==> src/verilog/sld_pkg.sv <==
/*
 * Package of the segment LCD frame, duty and display memory block:
 * register indices, field positions, reset values, duty codes, counts.
 * Assumes a 32-bit AXI4-Lite bus with one aligned word per register index.
 */
package sld_pkg;
    // Bus widths; word index is the byte address divided by four
    localparam int SLD_AW = 20;
    localparam int SLD_IW = 18;

    // Register indices (byte address is four times the index)
    localparam logic [17:0] IDX_CTRL      = 18'h050a2;
    localparam logic [17:0] IDX_IMSK      = 18'h050a5;
    localparam logic [17:0] IDX_IFLG      = 18'h050a6;
    localparam logic [17:0] IDX_PFSEL     = 18'h050a7;
    localparam logic [17:0] IDX_DMEM_BASE = 18'h053c0;
    localparam logic [17:0] IDX_DMEM_LAST = 18'h053df;

    // Drive control register fields and reset values
    localparam int         DUTY_LSB  = 0;
    localparam int         FDIV_LSB  = 4;
    localparam logic [2:0] DUTY_RST  = 3'h3;
    localparam logic [1:0] FDIV_RST  = 2'h1;

    // Duty codes; 4 to 7 are reserved
    localparam logic [2:0] DUTY_STATIC  = 3'h0;
    localparam logic [2:0] DUTY_HALF    = 3'h1;
    localparam logic [2:0] DUTY_THIRD   = 3'h2;
    localparam logic [2:0] DUTY_QUARTER = 3'h3;

    // Display memory shape
    localparam int DM_DEPTH = 32;
    localparam int DM_BITS  = 4;
    localparam int DM_AW    = 5;

    // Slow oscillator to base clock division
    localparam int         SLOW_DIV = 64;
    localparam int         PRE_W    = 6;

    // Bus responses
    localparam logic [1:0] RESP_OKAY   = 2'h0;
    localparam logic [1:0] RESP_DECERR = 2'h3;
endpackage : sld_pkg

==> src/verilog/sld_dm_if.sv <==
/*
 * Carrier between the control logic and the display memory.
 * Assumes both ends run on the same clock.
 */
`timescale 1ns/10ps
interface sld_dm_if;
    logic        wr_en;
    logic [4:0]  wr_idx;
    logic [3:0]  wr_data;
    logic        rd_en;
    logic [4:0]  rd_idx;
    logic [3:0]  rd_data;
    logic [1:0]  com_sel;
    logic [31:0] seg_col;

    modport ctl (output wr_en, wr_idx, wr_data, rd_en, rd_idx, com_sel,
                 input rd_data, seg_col);
    modport mem (input wr_en, wr_idx, wr_data, rd_en, rd_idx, com_sel,
                 output rd_data, seg_col);
endinterface : sld_dm_if

==> src/verilog/sld_dmem.sv <==
/*
 * Display memory: 32 words of 4 bits, a registered read port for the bus
 * and a registered column of one common's bits across all segments.
 * Assumes one clock and a synchronous active-low reset.
 */
`timescale 1ns/10ps
module sld_dmem
    import sld_pkg::*;
(
    // Clock and reset
    input  wire logic aclk,
    input  wire logic aresetn,
    // Memory side of the carrier
    sld_dm_if.mem     dm
);
    typedef struct packed {
        logic [DM_DEPTH-1:0][DM_BITS-1:0] mem;
        logic [DM_BITS-1:0]               rd_data;
        logic [DM_DEPTH-1:0]              col;
    } sld_dm_st_t;

    sld_dm_st_t q;
    sld_dm_st_t d;

    // Storage, read port and column selection
    always_comb begin
        d = q;
        // full read back
        if (dm.rd_en) begin
            d.rd_data = q.mem[dm.rd_idx];
        end
        // spare bits stored
        if (dm.wr_en) begin
            d.mem[dm.wr_idx] = dm.wr_data;
        end
        // byte n feeds segment n
        for (int n = 0; n < DM_DEPTH; n++) begin
            d.col[n] = q.mem[n][dm.com_sel];
        end
    end

    always_ff @(posedge aclk) begin
        if (!aresetn) begin
            q <= '0;
        end else begin
            q <= d;
        end
    end

    assign dm.rd_data = q.rd_data;
    assign dm.seg_col = q.col;
endmodule : sld_dmem

==> src/verilog/sld_frame_duty.sv <==
/*
 * Segment LCD frame timing, drive duty scan and display memory access
 * over AXI4-Lite, with the frame interrupt.
 * Assumes slow_osc_tick is a one-cycle pulse per slow oscillator period,
 * synchronous to aclk, and that the panel driver consumes com/seg levels.
 */
// Our own choices: the AXI4-Lite register port and the register offsets.
`timescale 1ns/10ps

// Contract
// Frame from base clock by divider ratio
// Ratios 4/8/12/16, third duty 6/9/12/15
// Frame pin driven only when routed
// Duty select picks active commons, reset quarter
// All 32 segment outputs always active
// 32-byte display memory, software readable/writable
// Byte n drives segment n, bit k common
// One lights segment, zero leaves dark
// Every stored bit reads back
// Unmapped low bits are plain storage
// Upper four bits read as zero
// Base clock is slow oscillator over 64
// Frame flag every frame, irq when enabled
// Commons scanned in ascending order
// Divider restarts when duty or ratio change
module sld_frame_duty
    import sld_pkg::*;
(
    // Clock and reset
    input  wire logic                aclk,
    input  wire logic                aresetn,
    // AXI4-Lite write address
    input  wire logic [SLD_AW-1:0]   awaddr,
    input  wire logic                awvalid,
    output logic                     awready,
    // AXI4-Lite write data
    input  wire logic [31:0]         wdata,
    input  wire logic [3:0]          wstrb,
    input  wire logic                wvalid,
    output logic                     wready,
    // AXI4-Lite write response
    output logic [1:0]               bresp,
    output logic                     bvalid,
    input  wire logic                bready,
    // AXI4-Lite read address
    input  wire logic [SLD_AW-1:0]   araddr,
    input  wire logic                arvalid,
    output logic                     arready,
    // AXI4-Lite read data
    output logic [31:0]              rdata,
    output logic [1:0]               rresp,
    output logic                     rvalid,
    input  wire logic                rready,
    // Slow oscillator pulse
    input  wire logic                slow_osc_tick,
    // Panel electrodes
    output logic [3:0]               com_drive,
    output logic [DM_DEPTH-1:0]      seg_drive,
    output logic                     frame_sig,
    // Frame output pin
    output logic                     frame_out_pin,
    output logic                     frame_out_pin_oe,
    // Interrupt
    output logic                     irq
);
    import sld_pkg::*;

    typedef struct packed {
        logic              aw_got;
        logic [SLD_IW-1:0] aw_idx;
        logic              w_got;
        logic [7:0]        wbyte;
        logic              wlane;
        logic              bvalid;
        logic [1:0]        bresp;
        logic              rd_pend;
        logic [SLD_IW-1:0] rd_idx;
        logic              rvalid;
        logic [31:0]       rdata;
        logic [1:0]        rresp;
        logic [2:0]        duty;
        logic [1:0]        fdiv;
        logic              route;
        logic              flg;
        logic              msk;
        logic [PRE_W-1:0]  pre_cnt;
        logic [4:0]        slot_cnt;
        logic [1:0]        com;
        logic [3:0]        pos;
        logic              frame;
        logic              frame_pin;
        logic [3:0]        com_drive;
        logic              irq;
    } sld_st_t;

    sld_st_t q;
    sld_st_t d;

    logic              base_tick;
    logic              frame_ev;
    logic              do_wr;
    logic              wr_hit;
    logic [SLD_IW-1:0] ar_idx;
    logic [2:0]        new_duty;
    logic [1:0]        new_fdiv;
    logic [4:0]        slot;
    logic [2:0]        ncom;

    sld_dm_if dm ();

    // Number of active commons for a duty code
    // Reserved codes 4 to 7 fall back to four commons
    function automatic logic [2:0] num_com(input logic [2:0] duty);
        logic [2:0] n;
        n = 3'h4;
        if (duty == DUTY_STATIC) begin
            n = 3'h1;
        end else if (duty == DUTY_HALF) begin
            n = 3'h2;
        end else if (duty == DUTY_THIRD) begin
            n = 3'h3;
        end
        return n;
    endfunction : num_com

    // Base clock ticks per common slot
    function automatic logic [4:0] slot_len(input logic [2:0] duty,
                                            input logic [1:0] sel);
        logic [4:0] s;
        s = 5'({3'h0, sel} + 5'h1);
        if (duty == DUTY_STATIC) begin
            s = 5'(s << 2);
        end else if (duty == DUTY_HALF) begin
            s = 5'(s << 1);
        end else if (duty == DUTY_THIRD) begin
            s = 5'({3'h0, sel} + 5'h2);
        end
        return s;
    endfunction : slot_len

    // Base clock ticks per frame
    function automatic logic [4:0] frame_ratio(input logic [2:0] duty,
                                               input logic [1:0] sel);
        return 5'(slot_len(duty, sel) * 5'(num_com(duty)));
    endfunction : frame_ratio

    // Index falls inside the display memory
    function automatic logic is_dmem(input logic [SLD_IW-1:0] idx);
        return (idx >= IDX_DMEM_BASE) && (idx <= IDX_DMEM_LAST);
    endfunction : is_dmem

    // Index names any register of the block
    function automatic logic is_mapped(input logic [SLD_IW-1:0] idx);
        return is_dmem(idx) || (idx == IDX_CTRL) || (idx == IDX_IMSK)
            || (idx == IDX_IFLG) || (idx == IDX_PFSEL);
    endfunction : is_mapped

    // Bus handshakes
    // Ready stays low while a response waits: one write, one read in flight
    assign awready = !q.aw_got && !q.bvalid;
    assign wready  = !q.w_got && !q.bvalid;
    assign arready = !q.rd_pend && !q.rvalid;
    assign ar_idx  = araddr[SLD_AW-1:2];

    // Memory port: bus reads and writes, column by current common
    // window decode to word index
    assign dm.rd_en   = arvalid && arready && is_dmem(ar_idx);
    assign dm.rd_idx  = DM_AW'(ar_idx - IDX_DMEM_BASE);
    assign dm.wr_en   = do_wr && q.wlane && is_dmem(q.aw_idx);
    assign dm.wr_idx  = DM_AW'(q.aw_idx - IDX_DMEM_BASE);
    assign dm.wr_data = q.wbyte[DM_BITS-1:0];
    assign dm.com_sel = q.com;

    sld_dmem u_dmem (
        .aclk    (aclk),
        .aresetn (aresetn),
        .dm      (dm.mem)
    );

    // Next state of the whole block
    always_comb begin
        d = q;
        base_tick = 1'b0;
        frame_ev = 1'b0;
        do_wr = q.aw_got && q.w_got && !q.bvalid;
        wr_hit = do_wr && q.wlane;
        new_duty = q.wbyte[DUTY_LSB +: 3];
        new_fdiv = q.wbyte[FDIV_LSB +: 2];
        slot = slot_len(q.duty, q.fdiv);
        ncom = num_com(q.duty);

        // Write address and data, in either order
        if (awvalid && awready) begin
            d.aw_got = 1'b1;
            d.aw_idx = awaddr[SLD_AW-1:2];
        end
        if (wvalid && wready) begin
            d.w_got = 1'b1;
            d.wbyte = wdata[7:0];
            d.wlane = wstrb[0];
        end
        if (do_wr) begin
            d.aw_got = 1'b0;
            d.w_got  = 1'b0;
            d.bvalid = 1'b1;
            d.bresp  = is_mapped(q.aw_idx) ? RESP_OKAY : RESP_DECERR;
        end
        if (q.bvalid && bready) begin
            d.bvalid = 1'b0;
        end

        // Read request, then registered data two cycles later
        // Memory word is taken from the memory's own read register
        if (arvalid && arready) begin
            d.rd_pend = 1'b1;
            d.rd_idx  = ar_idx;
        end
        if (q.rd_pend) begin
            d.rd_pend = 1'b0;
            d.rvalid  = 1'b1;
            d.rresp   = is_mapped(q.rd_idx) ? RESP_OKAY : RESP_DECERR;
            d.rdata   = 32'h0;
            // high nibble reads zero
            if (is_dmem(q.rd_idx)) begin
                d.rdata[DM_BITS-1:0] = dm.rd_data;
            end else if (q.rd_idx == IDX_CTRL) begin
                d.rdata[DUTY_LSB +: 3] = q.duty;
                d.rdata[FDIV_LSB +: 2] = q.fdiv;
            end else if (q.rd_idx == IDX_IMSK) begin
                d.rdata[0] = q.msk;
            end else if (q.rd_idx == IDX_IFLG) begin
                d.rdata[0] = q.flg;
            end else if (q.rd_idx == IDX_PFSEL) begin
                d.rdata[0] = q.route;
            end
        end
        if (q.rvalid && rready) begin
            d.rvalid = 1'b0;
        end

        // slow oscillator over 64
        // Prescaler is not cleared by control writes
        if (slow_osc_tick) begin
            if (q.pre_cnt == PRE_W'(SLOW_DIV - 1)) begin
                d.pre_cnt = '0;
                base_tick = 1'b1;
            end else begin
                d.pre_cnt = PRE_W'(q.pre_cnt + 1'b1);
            end
        end

        // ascending common scan
        if (base_tick) begin
            if (q.slot_cnt >= 5'(slot - 5'h1)) begin
                d.slot_cnt = '0;
                // frame ends after ratio ticks
                if ({1'b0, q.com} >= 3'(ncom - 3'h1)) begin
                    d.com    = '0;
                    frame_ev = 1'b1;
                end else begin
                    d.com = 2'(q.com + 1'b1);
                end
            end else begin
                d.slot_cnt = 5'(q.slot_cnt + 1'b1);
            end
            d.pos = frame_ev ? 4'h0 : 4'(q.pos + 1'b1);
        end

        // Register writes
        if (wr_hit && q.aw_idx == IDX_CTRL) begin
            // duty select stored
            d.duty = new_duty;
            // ratio select stored
            d.fdiv = new_fdiv;
            // restart on change
            if (new_duty != q.duty || new_fdiv != q.fdiv) begin
                d.slot_cnt = '0;
                d.com      = '0;
                d.pos      = '0;
            end
        end
        if (wr_hit && q.aw_idx == IDX_IMSK) begin
            d.msk = q.wbyte[0];
        end
        if (wr_hit && q.aw_idx == IDX_PFSEL) begin
            d.route = q.wbyte[0];
        end

        // flag set wins over clear
        // A written zero leaves the flag alone
        d.flg = q.flg;
        if (wr_hit && q.aw_idx == IDX_IFLG && q.wbyte[0]) begin
            d.flg = 1'b0;
        end
        if (frame_ev) begin
            d.flg = 1'b1;
        end
        // request only when enabled
        d.irq = q.flg && q.msk;

        // frame high for first half
        // Level lags the tick position by one cycle
        d.frame = {1'b0, q.pos} < 5'(frame_ratio(q.duty, q.fdiv) >> 1);
        // pin follows frame when routed
        d.frame_pin = q.route && q.frame;
        // Common drive aligned with the registered segment column
        d.com_drive = 4'(4'h1 << q.com);
    end

    // State register with synchronous reset
    // Duty and ratio select leave reset at their defaults
    always_ff @(posedge aclk) begin
        if (!aresetn) begin
            q      <= '0;
            q.duty <= DUTY_RST;
            q.fdiv <= FDIV_RST;
        end else begin
            q <= d;
        end
    end

    // Bus outputs
    assign bresp  = q.bresp;
    assign bvalid = q.bvalid;
    assign rdata  = q.rdata;
    assign rresp  = q.rresp;
    assign rvalid = q.rvalid;

    // Panel outputs
    // Column and common come from one index, so they stay aligned
    assign com_drive = q.com_drive;
    // all segments always driven
    // one lights the segment
    assign seg_drive = dm.seg_col;
    assign frame_sig = q.frame;

    // pin enable from routing bit
    assign frame_out_pin    = q.frame_pin;
    assign frame_out_pin_oe = q.route;

    // Interrupt output
    assign irq = q.irq;
endmodule : sld_frame_duty

==> config.mk <==
export PLATFORM = sky130hd
export DESIGN_NAME = sld_frame_duty
export DESIGN_NICKNAME = d
export VERILOG_FILES = /design/src/verilog/sld_pkg.sv /design/src/verilog/sld_dm_if.sv /design/src/verilog/sld_dmem.sv /design/src/verilog/sld_frame_duty.sv
export SDC_FILE = /design/constraint.sdc
export NUM_CORES = 1
export LEC_CHECK = 0
export BUFFER_PORTS_ARGS = -buffer_cell sky130_fd_sc_hd__buf_2
export CAP_MARGIN = 20
export CELL_PAD_IN_SITES_DETAIL_PLACEMENT = 1
export CELL_PAD_IN_SITES_GLOBAL_PLACEMENT = 2
export CORE_ASPECT_RATIO = 1.4
export CORE_MARGIN = 2
export CORE_UTILIZATION = 30
export DETAILED_ROUTE_END_ITERATION = 10
export HOLD_SLACK_MARGIN = 0.03
export MAX_ROUTING_LAYER = met4
export PLACE_DENSITY = 0.69
export SLEW_MARGIN = 20
export SYNTH_ARGS = -nofsm -noshare
export SYNTH_HDL_FRONTEND = slang
export SYNTH_SLANG_ARGS = --single-unit
==> constraint.sdc <==
create_clock -name aclk -period 4.2 [get_ports aclk]
set_clock_uncertainty 0.2 [all_clocks]
set_input_delay 0.63 -clock aclk [delete_from_list [all_inputs] [get_ports aclk]]
set_output_delay 0.63 -clock aclk [all_outputs]
set_load 0.01 [all_outputs]
After elaboration in Yosys (flattened, before gate mapping)
Cells that the tools add are included.

$add $sub $neg: 10. $mul: 1. Div/mod/pow operators: 0. Magnitude comparators: 13. Equal/unequal tests: 13. Shift-type cells: 1. Multiplexer cells: 102. Bitwise gates (word level): 1. Reduce and logical (&&, ||, !) cells: 44.

Operator list (number): equality test 18 x 15 -> 1 bit, second input constant (8); bitwise mux 128 bit (1); binary-select mux 1 bit (select 2 bit) (32); >= comparator 18 x 15 -> 1 bit, second input constant (3); less-or-equal comparator 18 x 15 -> 1 bit, second input constant (3); 2-to-1 mux 1 bit (45); 2-to-1 mux 11 bit (3); logical AND 1 bit (24); binary-select mux 4 bit (select 5 bit) (1); demux 4 bit (select 5 bit) (1); 2-to-1 mux 3 bit (5); 2-to-1 mux 5 bit (3); subtractor 5 x 1 -> 5 bit, second input constant (3); 2-to-1 mux 2 bit (7); less-than comparator 5 x 6 -> 1 bit, second input constant (2); 2-to-1 mux 4 bit (3); logical OR 1 bit (9); OR reduction 2 bit (4); adder 6 x 1 -> 6 bit, second input constant (1); equality test 6 bit, second input constant (1); 2-to-1 mux 6 bit (1); adder 5 x 1 -> 5 bit, second input constant (1); >= comparator 5 x 1 -> 1 bit, second input constant (1); >= comparator 5 bit (1); other kinds (18) (22).

Flip-flop bits (word level): 254. Bits in latches: 0. RAM bits: 0. Bits in read-only memories: 0. Input bits: 84. Output and inout port bits: 81. Logic and storage cells: 244. Memories kept: 0.

Logic depth before layout (Yosys ltp)
Gate-level depths: netlist of the first run.

Depth after elaboration: 13. Depth in mapped cells: 15. Gate-level depth less buffers: 14.

Modules after synthesis
From an unflattened synthesis of the first run, not the netlist that was laid out.

Cell total of the unflattened synthesis: 1368. Area total of the unflattened synthesis: 12753.5 um^2.

Modules (own cells, without submodules): sld_dmem (instances 1, cells an instance 836, area each 8195.4 um^2); sld_frame_duty (instances 1, cells an instance 532, area each 4558.1 um^2).

Worst setup path before layout of the first run
OpenSTA, ideal clock, no wires.

Path type: register to register. From: register q[29] (netlist bit). To: register q (netlist bit frame_sig). Setup time: 0.086 ns. Arrival time: 3.086 ns. Required time: 3.914 ns. Slack: 0.829 ns. Cell stages (with the launch flop): 16. Buffers on the path: 1. Period minus slack after synthesis: 3.371 ns. Cells stage by stage: dfxtp_1 > clkbuf_1 > or3b_2 > o21ai_0 > a21oi_1 > o22a_1 > nand2_1 > fa_1 > inv_1 > ha_1 > inv_1 > fa_1 > xnor2_1 > xnor2_1 > ha_1 > a211oi_1.

Longest elaborated chain between the ends: 6.

RTL lines: start: declaration (RTL line sld_frame_duty.sv:96) `sld_st_t q;`; equality test 3 x 2 -> 1 bit (RTL line sld_frame_duty.sv:120, sld_frame_duty.sv:135); 2-to-1 mux 3 bit, on equally long branches (RTL line sld_frame_duty.sv:135, sld_frame_duty.sv:120); 2-to-1 mux 5 bit / 2-to-1 mux 3 bit (equally long branches) (RTL line sld_frame_duty.sv:133, sld_frame_duty.sv:118); 2-to-1 mux 5 bit / 2-to-1 mux 3 bit (equally long branches) (RTL line sld_frame_duty.sv:131, sld_frame_duty.sv:116); multiplier 5 x 3 -> 5 bit (*) (RTL line sld_frame_duty.sv:144) `return 5'(slot_len(duty, sel) * 5'(num_com(duty)));`; less-than comparator 4 bit (*) (RTL line sld_frame_duty.sv:303) `d.frame = {1'b0, q.pos} < 5'(frame_ratio(q.duty, q.fdiv) >> 1);`.

Every way passes the cells marked *; elsewhere a longest branch is shown, timed or not. A chain may end at the register's enable or synchronous reset.

Worst setup path after layout of the first run
From: register q[27] (netlist bit). To: register q (netlist bit frame_sig).

Longest elaborated chain between the ends: 6.

RTL lines: adder 2 x 1 -> 3 bit / adder 2 x 2 -> 3 bit (equally long branches) (RTL line sld_frame_duty.sv:130, sld_frame_duty.sv:136); 2-to-1 mux 3 bit (RTL line sld_frame_duty.sv:135) `end else if (duty == DUTY_THIRD) begin`; 2-to-1 mux 5 bit (RTL line sld_frame_duty.sv:133) `end else if (duty == DUTY_HALF) begin`; 2-to-1 mux 5 bit (*) (RTL line sld_frame_duty.sv:131) `if (duty == DUTY_STATIC) begin`; multiplier 5 x 3 -> 5 bit (*) (RTL line sld_frame_duty.sv:144); less-than comparator 4 bit (*) (RTL line sld_frame_duty.sv:303).

Marked as above.

==> implementation parameters, run 1 <==
Parameter                              Value

Synth
  Post-Synthesis Cell Area ... 0.0119 sq mm
  Avg Cell Area, Syn ... 9.06 sq um
  Yosys cell types ... 59
  Portion of synthesized cell area occupied by the leading cell type ... 0.424
  Most used DFF post-synth ... sky130_fd_sc_hd__dfxtp_1
  Synth warnings ... 0
  Flip-flop and latch count after synthesis ... 252
  Yosys top cell by area ... sky130_fd_sc_hd__dfxtp_1
  Leading post-synthesis cells by cell area ... sky130_fd_sc_hd__dfxtp_1, sky130_fd_sc_hd__mux2i_1, sky130_fd_sc_hd__nand2_1
  Number of instances in the synthesized netlist ... 1313
  Proportion of synthesized flip-flops having asynchronous set or reset ... 0
  Number of synthesized flops with an enable pin ... 0
  Share of the yosys chip area belonging to registers ... 0.424

Power and ir drop
  Power density relative to cell area ... 406 mW/mm^2
  Highest ir drop seen on vdd ... 0.249 mV
  Total power draw ... 5450 uW
  Leak pwr ... 0.00523 uW

Layout
  Leading cell types in the layout, fill and taps excluded ... sky130_fd_sc_hd__dfxtp_1, sky130_fd_sc_hd__nand2_1, sky130_fd_sc_hd__nor2_1, sky130_fd_sc_hd__mux2i_1, sky130_fd_sc_hd__a21oi_1
  Fraction of layout cells with a size suffix above 1 ... 0.161
  Register area ... 0.00505 sq mm
  Layout overhead on the synthesized area ... 12.9%
  Most common cell after layout, fill and taps aside ... sky130_fd_sc_hd__dfxtp_1
  Antenna diode count ... 0
  Number of nets in the layout ... 1430
  Fillers ... 4559
  Area occupied by multi-input gates ... 0.00597 sq mm

Timing
  Final setup violation count ... 0
  Total count of hold-check failures in the final report ... 0
  Final total negative setup slack ... 0 ns
  Crit share post-route ... 0.846
  Transition at the pin with the smallest max-transition slack ... 0.911 ns
  Fmax achieved ... 281 MHz
  Post-layout minimum cycle time ... 3.55 ns
  Relative slew slack ... 0.393
  Number of max-slew violations in the final report ... 0
  Setup repair after global routing missed its margin ... false
  Post-route setup slack ... 0.647 ns

Clock tree
  Root Buffer Master ... sky130_fd_sc_hd__clkbuf_16
  Number of levels in the clock H-tree ... 1
  Clock insertion delay at the later pin of the skew report ... 0.57 ns
  Clock-pin slew on the worst setup and hold paths ... 0.06 ns
  Max Buffers Root-to-Sink ... 3
  Number of sinks on the clock net ... 252
  # resized after CTS ... 0
  TritonCTS clock tree ... yes
  Number of buffers created by CTS ... 29

Job
  Max cap viols ... 0

Die
  Die boundary width ... 172 microns
  Initial Util ... 0.303
  Area of the core ... 0.0393 sq mm
  Height of the die ... 240 microns
  Num rows ... 86
  Full die area ... 0.0413 sq mm
  Number of ports placed on the die boundary ... 165

Global routing
  Number of global-route vias before repair ... 9661
  Largest net degree at the start of global routing ... 69
  Gr usage total ... 0.183
  Wire length of the first global-routing pass ... 56.7 mm
  Global route total overflow ... 0
  Initial antenna violation count ... 0

Drt
  Sum of routed wire length over all layers ... 36.7 mm
  Initial DRC count ... 374
  Final ANT Viol Nets ... 0
  Number of vias per cell after detailed routing ... 5.04
  First-pass iteration count of the detailed router ... 5
  Via count ... 9444
  Routed length per instance ... 19.6 microns
  Drc violations ... 0

Setup path
  Series of cell instances along the critical path ... ha_1, o21ai_0, a21oi_1, o22a_1, nand2_1, fa_1, inv_1, ha_1, inv_1, fa_1, ha_1, a21o_1, a211oi_1
  Required time worst endpoint ... 4.48 ns
  Critical path start-end classification ... reg -> reg
  Endpoint kind of the worst setup timing path ... flip-flop
  CP Data Arrival Time ... 3.83 ns
  CP max FO ... 8
  CP max stage cell ... sky130_fd_sc_hd__dfxtp_1
  Most frequent cell on the critical path ... sky130_fd_sc_hd__ha_1
  Worst setup SP type ... flip-flop
  CP max stage delay ... 0.48 ns

Placement
  Worst slack, placed ... 0.632 ns
  RePlAce Congestion ... 0.855
  Port Buffers ... 105
  Detailed placer's ending HPWL ... 24.7 mm

Outcome
  Status ... finished clean

Hold path
  Type of the most critical hold path ... in -> reg
==> Yosys cell counts (all sizes together) (5+ instances only) <==
| cell type | number |
|---|---|
| and3 | 6 |
| o21ai | 39 |
| nand4 | 7 |
| a221oi | 10 |
| nor4 | 5 |
| xor2 | 12 |
| xnor2 | 10 |
| mux2i | 114 |
| dfxtp | 252 |
| a22o | 33 |
| buf | 91 |
| and2 | 6 |
| ha | 17 |
| a21oi | 109 |
| or3 | 8 |
| nor3 | 7 |
| a221o | 34 |
| nand2 | 165 |
| nand2b | 13 |
| a211oi | 7 |
| clkbuf | 78 |
| nor2 | 142 |
| nand3 | 52 |
| nor2b | 8 |
| inv | 18 |
| mux4 | 22 |
==> layer usage <==
metal / part of all wire / global-route usage / vias up
li1: - / - / 4534
met1: 0.42 / 0.216 / 4676
met2: 0.52 / 0.326 / 177
met3: 0.033 / 0.0177 / 57
met4: 0.027 / 0.0576 / 0
met5: 0 / - / -
==> worst paths after layout <==
path         slack (ns)      from           to  cells after the start
max                0.65     q[27]    frame_sig                     13
min                 0.1  wdata[4]  new_fdiv[0]                      3
max reg2reg        0.65     q[27]    frame_sig                     13
min reg2reg        0.25    q[114]       q[114]                      2
==> per-stage QoR <==
stage,std cells,area [sq um],utilization,hold WS (ns)
after floorplan,1338,12000,-,0.232
after global placement,1822,12400,0.317,0.241
after detailed placement,1822,12400,0.317,0.248
after CTS,1873,13400,0.342,0.0788
after global routing,1873,13400,0.342,0.101
final,1873,13400,0.342,0.0982
==> layout make-up <==
cell class                      instances  share of cell area
Tap cell                              528              0.0492
Sequential cell                       252               0.376
Multi-Input combinational cell        899               0.444
Inverter                               18             0.00540
Timing Repair Buffer                  126              0.0520
Clock buffer                           41              0.0619
Clock inverter                          9              0.0113
==> kinds of logic after synthesis <==
group           after synthesis  share of synthesized area
mux                         138                      0.140
other cells                   1                   0.000315
compound gates              253                      0.141
flops                       252                      0.424
fa+ha+maj                    20                     0.0229
simple gates                440                      0.172
buf+inv                     187                     0.0839
xor+xnor                     22                     0.0162
==> state kept, by name, summed over array words and instances, names as in the netlist <==
signal and count:
irq 1, frame_out_pin_oe 1, com_drive 4, bvalid 1, frame_out_pin 1, u_dmem.dm.rd_data 4, rvalid 1, q 62
frame_sig 1, new_fdiv 2, rdata 6, dm.com_sel 2, u_dmem.q 128, u_dmem.dm.seg_col 32, dm.wr_data 4, rresp 1
bresp 1
==> report_power, final <==
group          switching, uW  internal, uW  total [uW]
Combinational            233           103         337
Clock                   1030          1610        2640
Sequential              40.4          2430        2470
==> timing repair <==
item / CTS / global route
hold endpoints to repair: 1 / 0
hold buffers: 1 / 0
buffers inserted: 0 / 0
==> worst max-delay path, delay by kind of cell (launching register included) <==
kind,cells,cell delay [ns]
AOI/OAI and AO/OA,5,0.93
adders and majority gates,5,1.63
buffers and inverters,2,0.11
DFF,1,0.48
and+or+nand+nor,1,0.10
(Power assumes the default switching activity.)
==> run 2, diff against run 1 <==
--- a/config.mk
+++ b/config.mk
@@ -15,7 +15,7 @@
 export DETAILED_ROUTE_END_ITERATION = 10
 export HOLD_SLACK_MARGIN = 0.03
 export MAX_ROUTING_LAYER = met4
-export PLACE_DENSITY = 0.69
+export PLACE_DENSITY = 0.72
 export SLEW_MARGIN = 20
 export SYNTH_ARGS = -nofsm -noshare
 export SYNTH_HDL_FRONTEND = slang
==> constraint.sdc (replaced) <==
create_clock -name aclk -period 2.9 [get_ports aclk]
set_clock_uncertainty 0.2 [all_clocks]
set_input_delay 0.435 -clock aclk [delete_from_list [all_inputs] [get_ports aclk]]
set_output_delay 0.435 -clock aclk [all_outputs]
set_load 0.01 [all_outputs]
==> run 2 against run 1 <==
The flow now finishes with violations (setup timing); global-route usage up 0.66 points; count of clock-buffer cells in the layout down 2; via count up 4.2%; register-to-register slack worse by 0.90 ns; critical endpoint unchanged; largest power group is now sequential cells.
==> implementation parameters, run 2 (synthesized netlist as in run 1, its figures left out) <==
Parameter                              Value

Global routing
  Gr usage total ... 0.190
  Wire length of the first global-routing pass ... 58.9 mm
  Number of global-route vias before repair ... 10500
  Global route total overflow ... 0
  Largest net degree at the start of global routing ... 116
  Initial antenna violation count ... 0

Power and ir drop
  Clock network fraction of design power ... 0.457
  Leak pwr ... 0.00560 uW
  Power density relative to cell area ... 533 mW/mm^2
  Part of the power in combinational logic ... 0.073
  Internal Dissipation ... 5780 uW
  Share of total power in sequential cells ... 0.470
  Highest ir drop seen on vdd ... 0.325 mV
  Switching share of power ... 0.241
  Switching power ... 1830 uW

Clock tree
  Number of levels in the clock H-tree ... 1
  Number of buffers created by CTS ... 27
  Max Buffers Root-to-Sink ... 3
  Root Buffer Master ... sky130_fd_sc_hd__clkbuf_16
  Clock insertion delay at the later pin of the skew report ... 0.55 ns
  Number of sinks on the clock net ... 252
  Clock-pin slew on the worst setup and hold paths ... 0.06 ns
  TritonCTS clock tree ... yes

Timing
  Fmax achieved ... 317 MHz
  Number of max-slew violations in the final report ... 0
  Post-route setup slack ... -0.253 ns
  Final setup violation count ... 6
  Final total negative setup slack ... -0.600 ns
  Relative slew slack ... 0.360
  Total count of hold-check failures in the final report ... 0
  Transition at the pin with the smallest max-transition slack ... 0.960 ns
  Setup repair after global routing missed its margin ... true
  Crit share post-route ... 1.09
  Post-layout minimum cycle time ... 3.15 ns

Outcome
  Status ... finished, violations left
  Violations in the final reports ... setup timing

Placement
  Placed insts ... 1855
  Cell Area, Placed ... 0.0128 sq mm
  Detailed placer's ending HPWL ... 25.4 mm
  Port Buffers ... 105
  RePlAce Congestion ... 0.807

Layout
  Largest reg by FF count ... u_dmem.q
  Layout overhead on the synthesized area ... 20.1%
  Fraction of layout cells with a size suffix above 1 ... 0.199
  Number of nets in the layout ... 1505
  Leading cell types in the layout, fill and taps excluded ... sky130_fd_sc_hd__dfxtp_1, sky130_fd_sc_hd__nand2_1, sky130_fd_sc_hd__nor2_1, sky130_fd_sc_hd__mux2i_1, sky130_fd_sc_hd__buf_2
  Number of cells in the finished layout apart from fillers ... 1947
  Final cell area excluding filler cells ... 0.0143 sq mm
  Most common cell after layout, fill and taps aside ... sky130_fd_sc_hd__dfxtp_1
  Utilization after layout ... 0.364
  Antenna diode count ... 0
  Flip-flop count of the largest register after layout ... 128

Die
  Num rows ... 86
  Area of the core ... 0.0393 sq mm
  Full die area ... 0.0413 sq mm
  Number of ports placed on the die boundary ... 165
  Die boundary width ... 172 microns
  Initial Util ... 0.303
  Height of the die ... 240 microns

Drt
  Final ANT Viol Nets ... 0
  Sum of routed wire length over all layers ... 38.1 mm
  Drc violations ... 0
  First-pass iteration count of the detailed router ... 4
  Number of vias per cell after detailed routing ... 5.05
  Via count ... 9840
  Initial DRC count ... 502
  Routed length per instance ... 19.6 microns

Hold path
  Type of the most critical hold path ... in -> reg
  Hold Path Origin ... aresetn

Setup path
  Worst setup SP type ... flip-flop
  Worst setup path start ... q[28]
  Critical R2R Launch ... q[28]
  Required time worst endpoint ... 3.17 ns
  Endpoint kind of the worst setup timing path ... flip-flop
  Critical path start-end classification ... reg -> reg
  CP max FO ... 3
  CP Data Arrival Time ... 3.43 ns

Job
  Max cap viols ... 0
[run 2: cell types whose count changed in the layout (fill, tap and decap cells not counted), moves of 4 or more]
cell / change
sky130_fd_sc_hd__nor2_2: +4
sky130_fd_sc_hd__a21oi_1: -6
sky130_fd_sc_hd__a21oi_2: +6
sky130_fd_sc_hd__buf_4: +25
sky130_fd_sc_hd__buf_12: +8
sky130_fd_sc_hd__dfxtp_2: +4
sky130_fd_sc_hd__dlygate4sd3_1: +41
sky130_fd_sc_hd__dfxtp_1: -4
sky130_fd_sc_hd__o21ai_0: -4
[run 2: path summary, 6_finish.rpt]
kind	slack (ns)	end	cells after the start
worst max register to register	-0.25	frame_sig	13
worst min register to register	0.25	q[112]	2
worst min-delay path	0.1	dm.wr_data[0]	3
worst max-delay path	-0.25	frame_sig	13
[run 2: cell type report]
type / count / area, sq um
tap: 528 / 661
inverter: 18 / 72.6
clock buffer: 39 / 791
multi-input combinational: 900 / 6140
clock inverter: 8 / 93.8
sequential: 252 / 5050
timing repair buffer: 202 / 1480
fill: 4531 / 25000
[run 2: routing by layer]
| metal | up-vias | GRT usage | part of all wire |
|---|---|---|---|
| met5 | - | - | 0 |
| met4 | 0 | 0.0670 | 0.031 |
| met3 | 72 | 0.0202 | 0.030 |
| met2 | 183 | 0.343 | 0.53 |
| met1 | 4899 | 0.216 | 0.41 |
| li1 | 4686 | - | - |
[run 2: per-stage QoR]
step                      total power (uW)  hold WS (ns)  setup WS (ns)
final                                 7610        0.0979         -0.253
after global routing                  7910         0.107         -0.398
after CTS                             7740        0.0695         -0.288
after detailed placement              4170         0.245         -0.350
after global placement                4160         0.242         -0.324
after floorplan                       3980         0.232         -0.323
[run 2: power by group through the flow]
stage | sequential (uW) | combinational, uW | clock, uW
after floorplan | 3620 | 363 | 0
after global placement | 3650 | 510 | 0
after detailed placement | 3650 | 516 | 0
after CTS | 3580 | 563 | 3600
after global routing | 3580 | 612 | 3720
final | 3580 | 559 | 3480
[run 2: critical path, cell delays in order (launching register included)]
cell	delay, ns
sky130_fd_sc_hd__dfxtp_2	0.34
sky130_fd_sc_hd__ha_4	0.27
sky130_fd_sc_hd__o21ai_2	0.06
sky130_fd_sc_hd__a21oi_2	0.12
sky130_fd_sc_hd__o22a_1	0.18
sky130_fd_sc_hd__nand2_2	0.07
sky130_fd_sc_hd__fa_1	0.53
sky130_fd_sc_hd__inv_1	0.04
sky130_fd_sc_hd__ha_1	0.18
sky130_fd_sc_hd__inv_1	0.06
sky130_fd_sc_hd__fa_2	0.45
sky130_fd_sc_hd__ha_4	0.22
sky130_fd_sc_hd__a21o_1	0.16
sky130_fd_sc_hd__a211oi_2	0.20
[run 2: what timing repair did]
item                                    in CTS  in global routing
setup buffers                                1                  1
gates resized for setup                     13                 25
hold buffers                                42                  0
endpoints found under the hold margin       43                  0
pin swaps                                   11                 20
endpoints found under the setup margin      13                 13
cloned                                       0                  1
==> run 3, diff against run 2 <==
--- a/config.mk
+++ b/config.mk
@@ -6,7 +6,7 @@
 export NUM_CORES = 1
 export LEC_CHECK = 0
 export BUFFER_PORTS_ARGS = -buffer_cell sky130_fd_sc_hd__buf_2
-export CAP_MARGIN = 20
+export CAP_MARGIN = 15
 export CELL_PAD_IN_SITES_DETAIL_PLACEMENT = 1
 export CELL_PAD_IN_SITES_GLOBAL_PLACEMENT = 2
 export CORE_ASPECT_RATIO = 1.4
@@ -15,8 +15,9 @@
 export DETAILED_ROUTE_END_ITERATION = 10
 export HOLD_SLACK_MARGIN = 0.03
 export MAX_ROUTING_LAYER = met4
-export PLACE_DENSITY = 0.72
+export PLACE_DENSITY = 0.71
 export SLEW_MARGIN = 20
 export SYNTH_ARGS = -nofsm -noshare
 export SYNTH_HDL_FRONTEND = slang
+export SYNTH_HIERARCHICAL = 1
 export SYNTH_SLANG_ARGS = --single-unit
==> run 3 against run 2 <==
The flow still finishes with violations (setup timing); critical path depth grew 1; total power grew 0.45%; fmax shrank 3.1%; global-route usage shrank 1.3 points; worst setup slack lost 0.10 ns; largest cell class unchanged; utilization shrank 0.15 points; worst hold slack lost 0.039 ns; cell area grew 6.7%; wire length shrank 0.60%; synthesized cell count grew 4.2%.
==> implementation parameters, run 3 <==
Parameter                              Value

Outcome
  Status ... finished, violations left
  Violations in the final reports ... setup timing

Drt
  Initial DRC count ... 444
  Drc violations ... 0
  Routed length per instance ... 18.5 microns
  Via count ... 10000
  First-pass iteration count of the detailed router ... 5
  Final ANT Viol Nets ... 0
  Number of vias per cell after detailed routing ... 4.90
  Sum of routed wire length over all layers ... 37.9 mm

Synth
  Yosys top cell by area ... sky130_fd_sc_hd__dfxtp_1
  Share of the yosys chip area belonging to registers ... 0.396
  Top post-synthesis cells by count ... sky130_fd_sc_hd__dfxtp_1, sky130_fd_sc_hd__nand2_1, sky130_fd_sc_hd__mux2i_1
  Most used DFF post-synth ... sky130_fd_sc_hd__dfxtp_1
  Avg Cell Area, Syn ... 9.32 sq um
  Yosys cell types ... 63
  Number of synthesized flops with an enable pin ... 0
  Flip-flop and latch count after synthesis ... 252
  Leading post-synthesis cells by cell area ... sky130_fd_sc_hd__dfxtp_1, sky130_fd_sc_hd__mux2i_1, sky130_fd_sc_hd__a21boi_0
  Portion of synthesized cell area occupied by the leading cell type ... 0.396
  Most used standard cell by instance count after synthesis ... sky130_fd_sc_hd__dfxtp_1
  Post-Synthesis Cell Area ... 0.0128 sq mm
  Proportion of synthesized flip-flops having asynchronous set or reset ... 0
  Number of instances in the synthesized netlist ... 1368
  Synth warnings ... 6

Placement
  Port Buffers ... 105
  Detailed placer's ending HPWL ... 25.5 mm
  RePlAce Congestion ... 0.854

Clock tree
  Max Buffers Root-to-Sink ... 3
  TritonCTS clock tree ... yes
  Clock insertion delay at the later pin of the skew report ... 0.56 ns
  Number of levels in the clock H-tree ... 1
  Number of buffers created by CTS ... 29
  Number of sinks on the clock net ... 252
  Root Buffer Master ... sky130_fd_sc_hd__clkbuf_16
  Clock-pin slew on the worst setup and hold paths ... 0.06 ns

Setup path
  Worst setup SP type ... flip-flop
  Cell type group with the largest total delay on the critical path ... adder cells
  Series of cell instances along the critical path ... or3_4, a31oi_4, a21oi_2, nand2b_4, fa_1, inv_1, ha_2, inv_2, fa_2, xnor2_2, xnor2_1, ha_1, o21ai_1, and3b_1
  CP max FO ... 4
  Critical path start-end classification ... reg -> reg
  Endpoint kind of the worst setup timing path ... flip-flop
  Buffers plus inverters on the worst setup path ... 2
  CP Data Arrival Time ... 3.52 ns
  CP max stage cell ... sky130_fd_sc_hd__fa_1
  CP max stage delay ... 0.44 ns
  Required time worst endpoint ... 3.16 ns

Power and ir drop
  Power density relative to cell area ... 502 mW/mm^2
  Clock network fraction of design power ... 0.454
  Switching power ... 1910 uW
  Leak pwr ... 0.00566 uW
  Internal Dissipation ... 5740 uW
  Part of the power in combinational logic ... 0.077
  Switching share of power ... 0.249
  Highest ir drop seen on vdd ... 0.413 mV
  Share of total power in sequential cells ... 0.469

Global routing
  Number of global-route vias before repair ... 10600
  Global route total overflow ... 0
  Largest net degree at the start of global routing ... 89
  Gr usage total ... 0.177
  Initial antenna violation count ... 0
  Wire length of the first global-routing pass ... 59.4 mm

Timing
  Crit share post-route ... 1.12
  Transition at the pin with the smallest max-transition slack ... 0.976 ns
  Post-route setup slack ... -0.354 ns
  Total count of hold-check failures in the final report ... 0
  Fmax achieved ... 307 MHz
  Relative slew slack ... 0.350
  Setup repair after global routing missed its margin ... true
  Final setup violation count ... 11
  Worst hold margin ... 0.0587 ns
  Post-layout minimum cycle time ... 3.25 ns
  Number of max-slew violations in the final report ... 0

Die
  Full die area ... 0.0442 sq mm
  Num rows ... 89
  Height of the die ... 248 microns
  Number of ports placed on the die boundary ... 165
  Area of the core ... 0.0421 sq mm
  Initial Util ... 0.303
  Die boundary width ... 178 microns

Layout
  Utilization after layout ... 0.362
  Largest reg by FF count ... u_dmem/q
  Flip-flop count of the largest register after layout ... 128
  Most common cell after layout, fill and taps aside ... sky130_fd_sc_hd__dfxtp_1
  Antenna diode count ... 0
  Layout overhead on the synthesized area ... 19.5%
  Fraction of layout cells with a size suffix above 1 ... 0.197
  Leading cell types in the layout, fill and taps excluded ... sky130_fd_sc_hd__dfxtp_1, sky130_fd_sc_hd__nand2_1, sky130_fd_sc_hd__mux2i_1, sky130_fd_sc_hd__a21boi_0, sky130_fd_sc_hd__buf_2
  Number of nets in the layout ... 1589

Hold path
  Type of the most critical hold path ... in -> reg

Job
  Max cap viols ... 0
run 3: cell count changes after synthesis, moves of 19 or more:
cell	before	now
sky130_fd_sc_hd__a21boi_0	0	110
sky130_fd_sc_hd__nor2_1	134	48
sky130_fd_sc_hd__a21oi_1	109	39
sky130_fd_sc_hd__nor2b_1	8	77
sky130_fd_sc_hd__a221o_1	34	0
sky130_fd_sc_hd__a22o_1	33	0
sky130_fd_sc_hd__and2_1	6	39
sky130_fd_sc_hd__a22oi_1	4	32
sky130_fd_sc_hd__nand2_1	165	193
sky130_fd_sc_hd__mux2i_1	114	137
sky130_fd_sc_hd__nand3_1	52	72
sky130_fd_sc_hd__o21ai_0	39	20
run 3: routing by layer:
layer / track usage / part of all wire / vias up / routed length (microns)
li1: - / - / 4881 / -
met1: 0.202 / 0.42 / 4931 / 15900
met2: 0.322 / 0.52 / 165 / 19700
met3: 0.0190 / 0.034 / 56 / 1300
met4: 0.0528 / 0.025 / 0 / 948
met5: - / 0 / - / 0
run 3: kinds of logic (layout without fill, tap and decap cells):
logic type	count (synthesis)	in the layout	synth area share
adder cells (fa/ha/maj)	20	20	0.0214
flip-flops	252	252	0.396
AND/OR/NAND/NOR	505	505	0.200
buffers and inverters	175	285	0.0816
other	1	26	0.000294
XOR/XNOR	21	21	0.0144
AO/OA/AOI/OAI	223	223	0.121
multiplexers	171	171	0.166
run 3: stage by stage:
step	power (uW)	setup TNS [ns]	std cells	area [sq um]	worst slack, ns
2_1_floorplan	4030	-0.249	1393	12900	-0.249
3_3_place_gp	4200	-1.76	1951	13800	-0.353
3_5_place_dp	4210	-2.66	1951	13800	-0.380
4_1_cts	7780	-1.22	2049	15200	-0.362
5_1_grt	7960	-4.21	2049	15200	-0.540
6_report	7650	-1.31	2049	15200	-0.354
run 3: cell type report:
| class | instances | area, sq um |
|---|---|---|
| Inverter | 11 | 41.3 |
| Timing Repair Buffer | 225 | 1660 |
| Clock inverter | 3 | 17.5 |
| Tap cell | 546 | 683 |
| Multi-Input combinational cell | 966 | 6940 |
| Clock buffer | 46 | 850 |
| Sequential cell | 252 | 5060 |
| Fill cell | 4832 | 26800 |
run 3: power by group through the flow:
| stage | clock network, uW | registers (uW) | logic, uW |
|---|---|---|---|
| after floorplan | 0 | 3630 | 398 |
| after global placement | 0 | 3660 | 543 |
| after detailed placement | 0 | 3660 | 550 |
| after CTS | 3590 | 3580 | 600 |
| after global routing | 3720 | 3590 | 655 |
| final | 3470 | 3580 | 591 |
run 3: path summary, 6_finish.rpt:
kind,start,end,slack [ns],depth (start not counted)
min,aresetn,q[30],0.06,2
max reg2reg,q[27],frame_sig,-0.35,14
max,q[27],frame_sig,-0.35,14
min reg2reg,q[106],q[106],0.26,2
run 3: what timing repair did:
item,4_1_cts,5_1_grt
hold endpoints to repair,46,0
buffers inserted,4,0
gates cloned,0,0
resized for setup,19,4
pin swaps,18,1
hold buffers,46,0
setup endpoints to repair,13,13
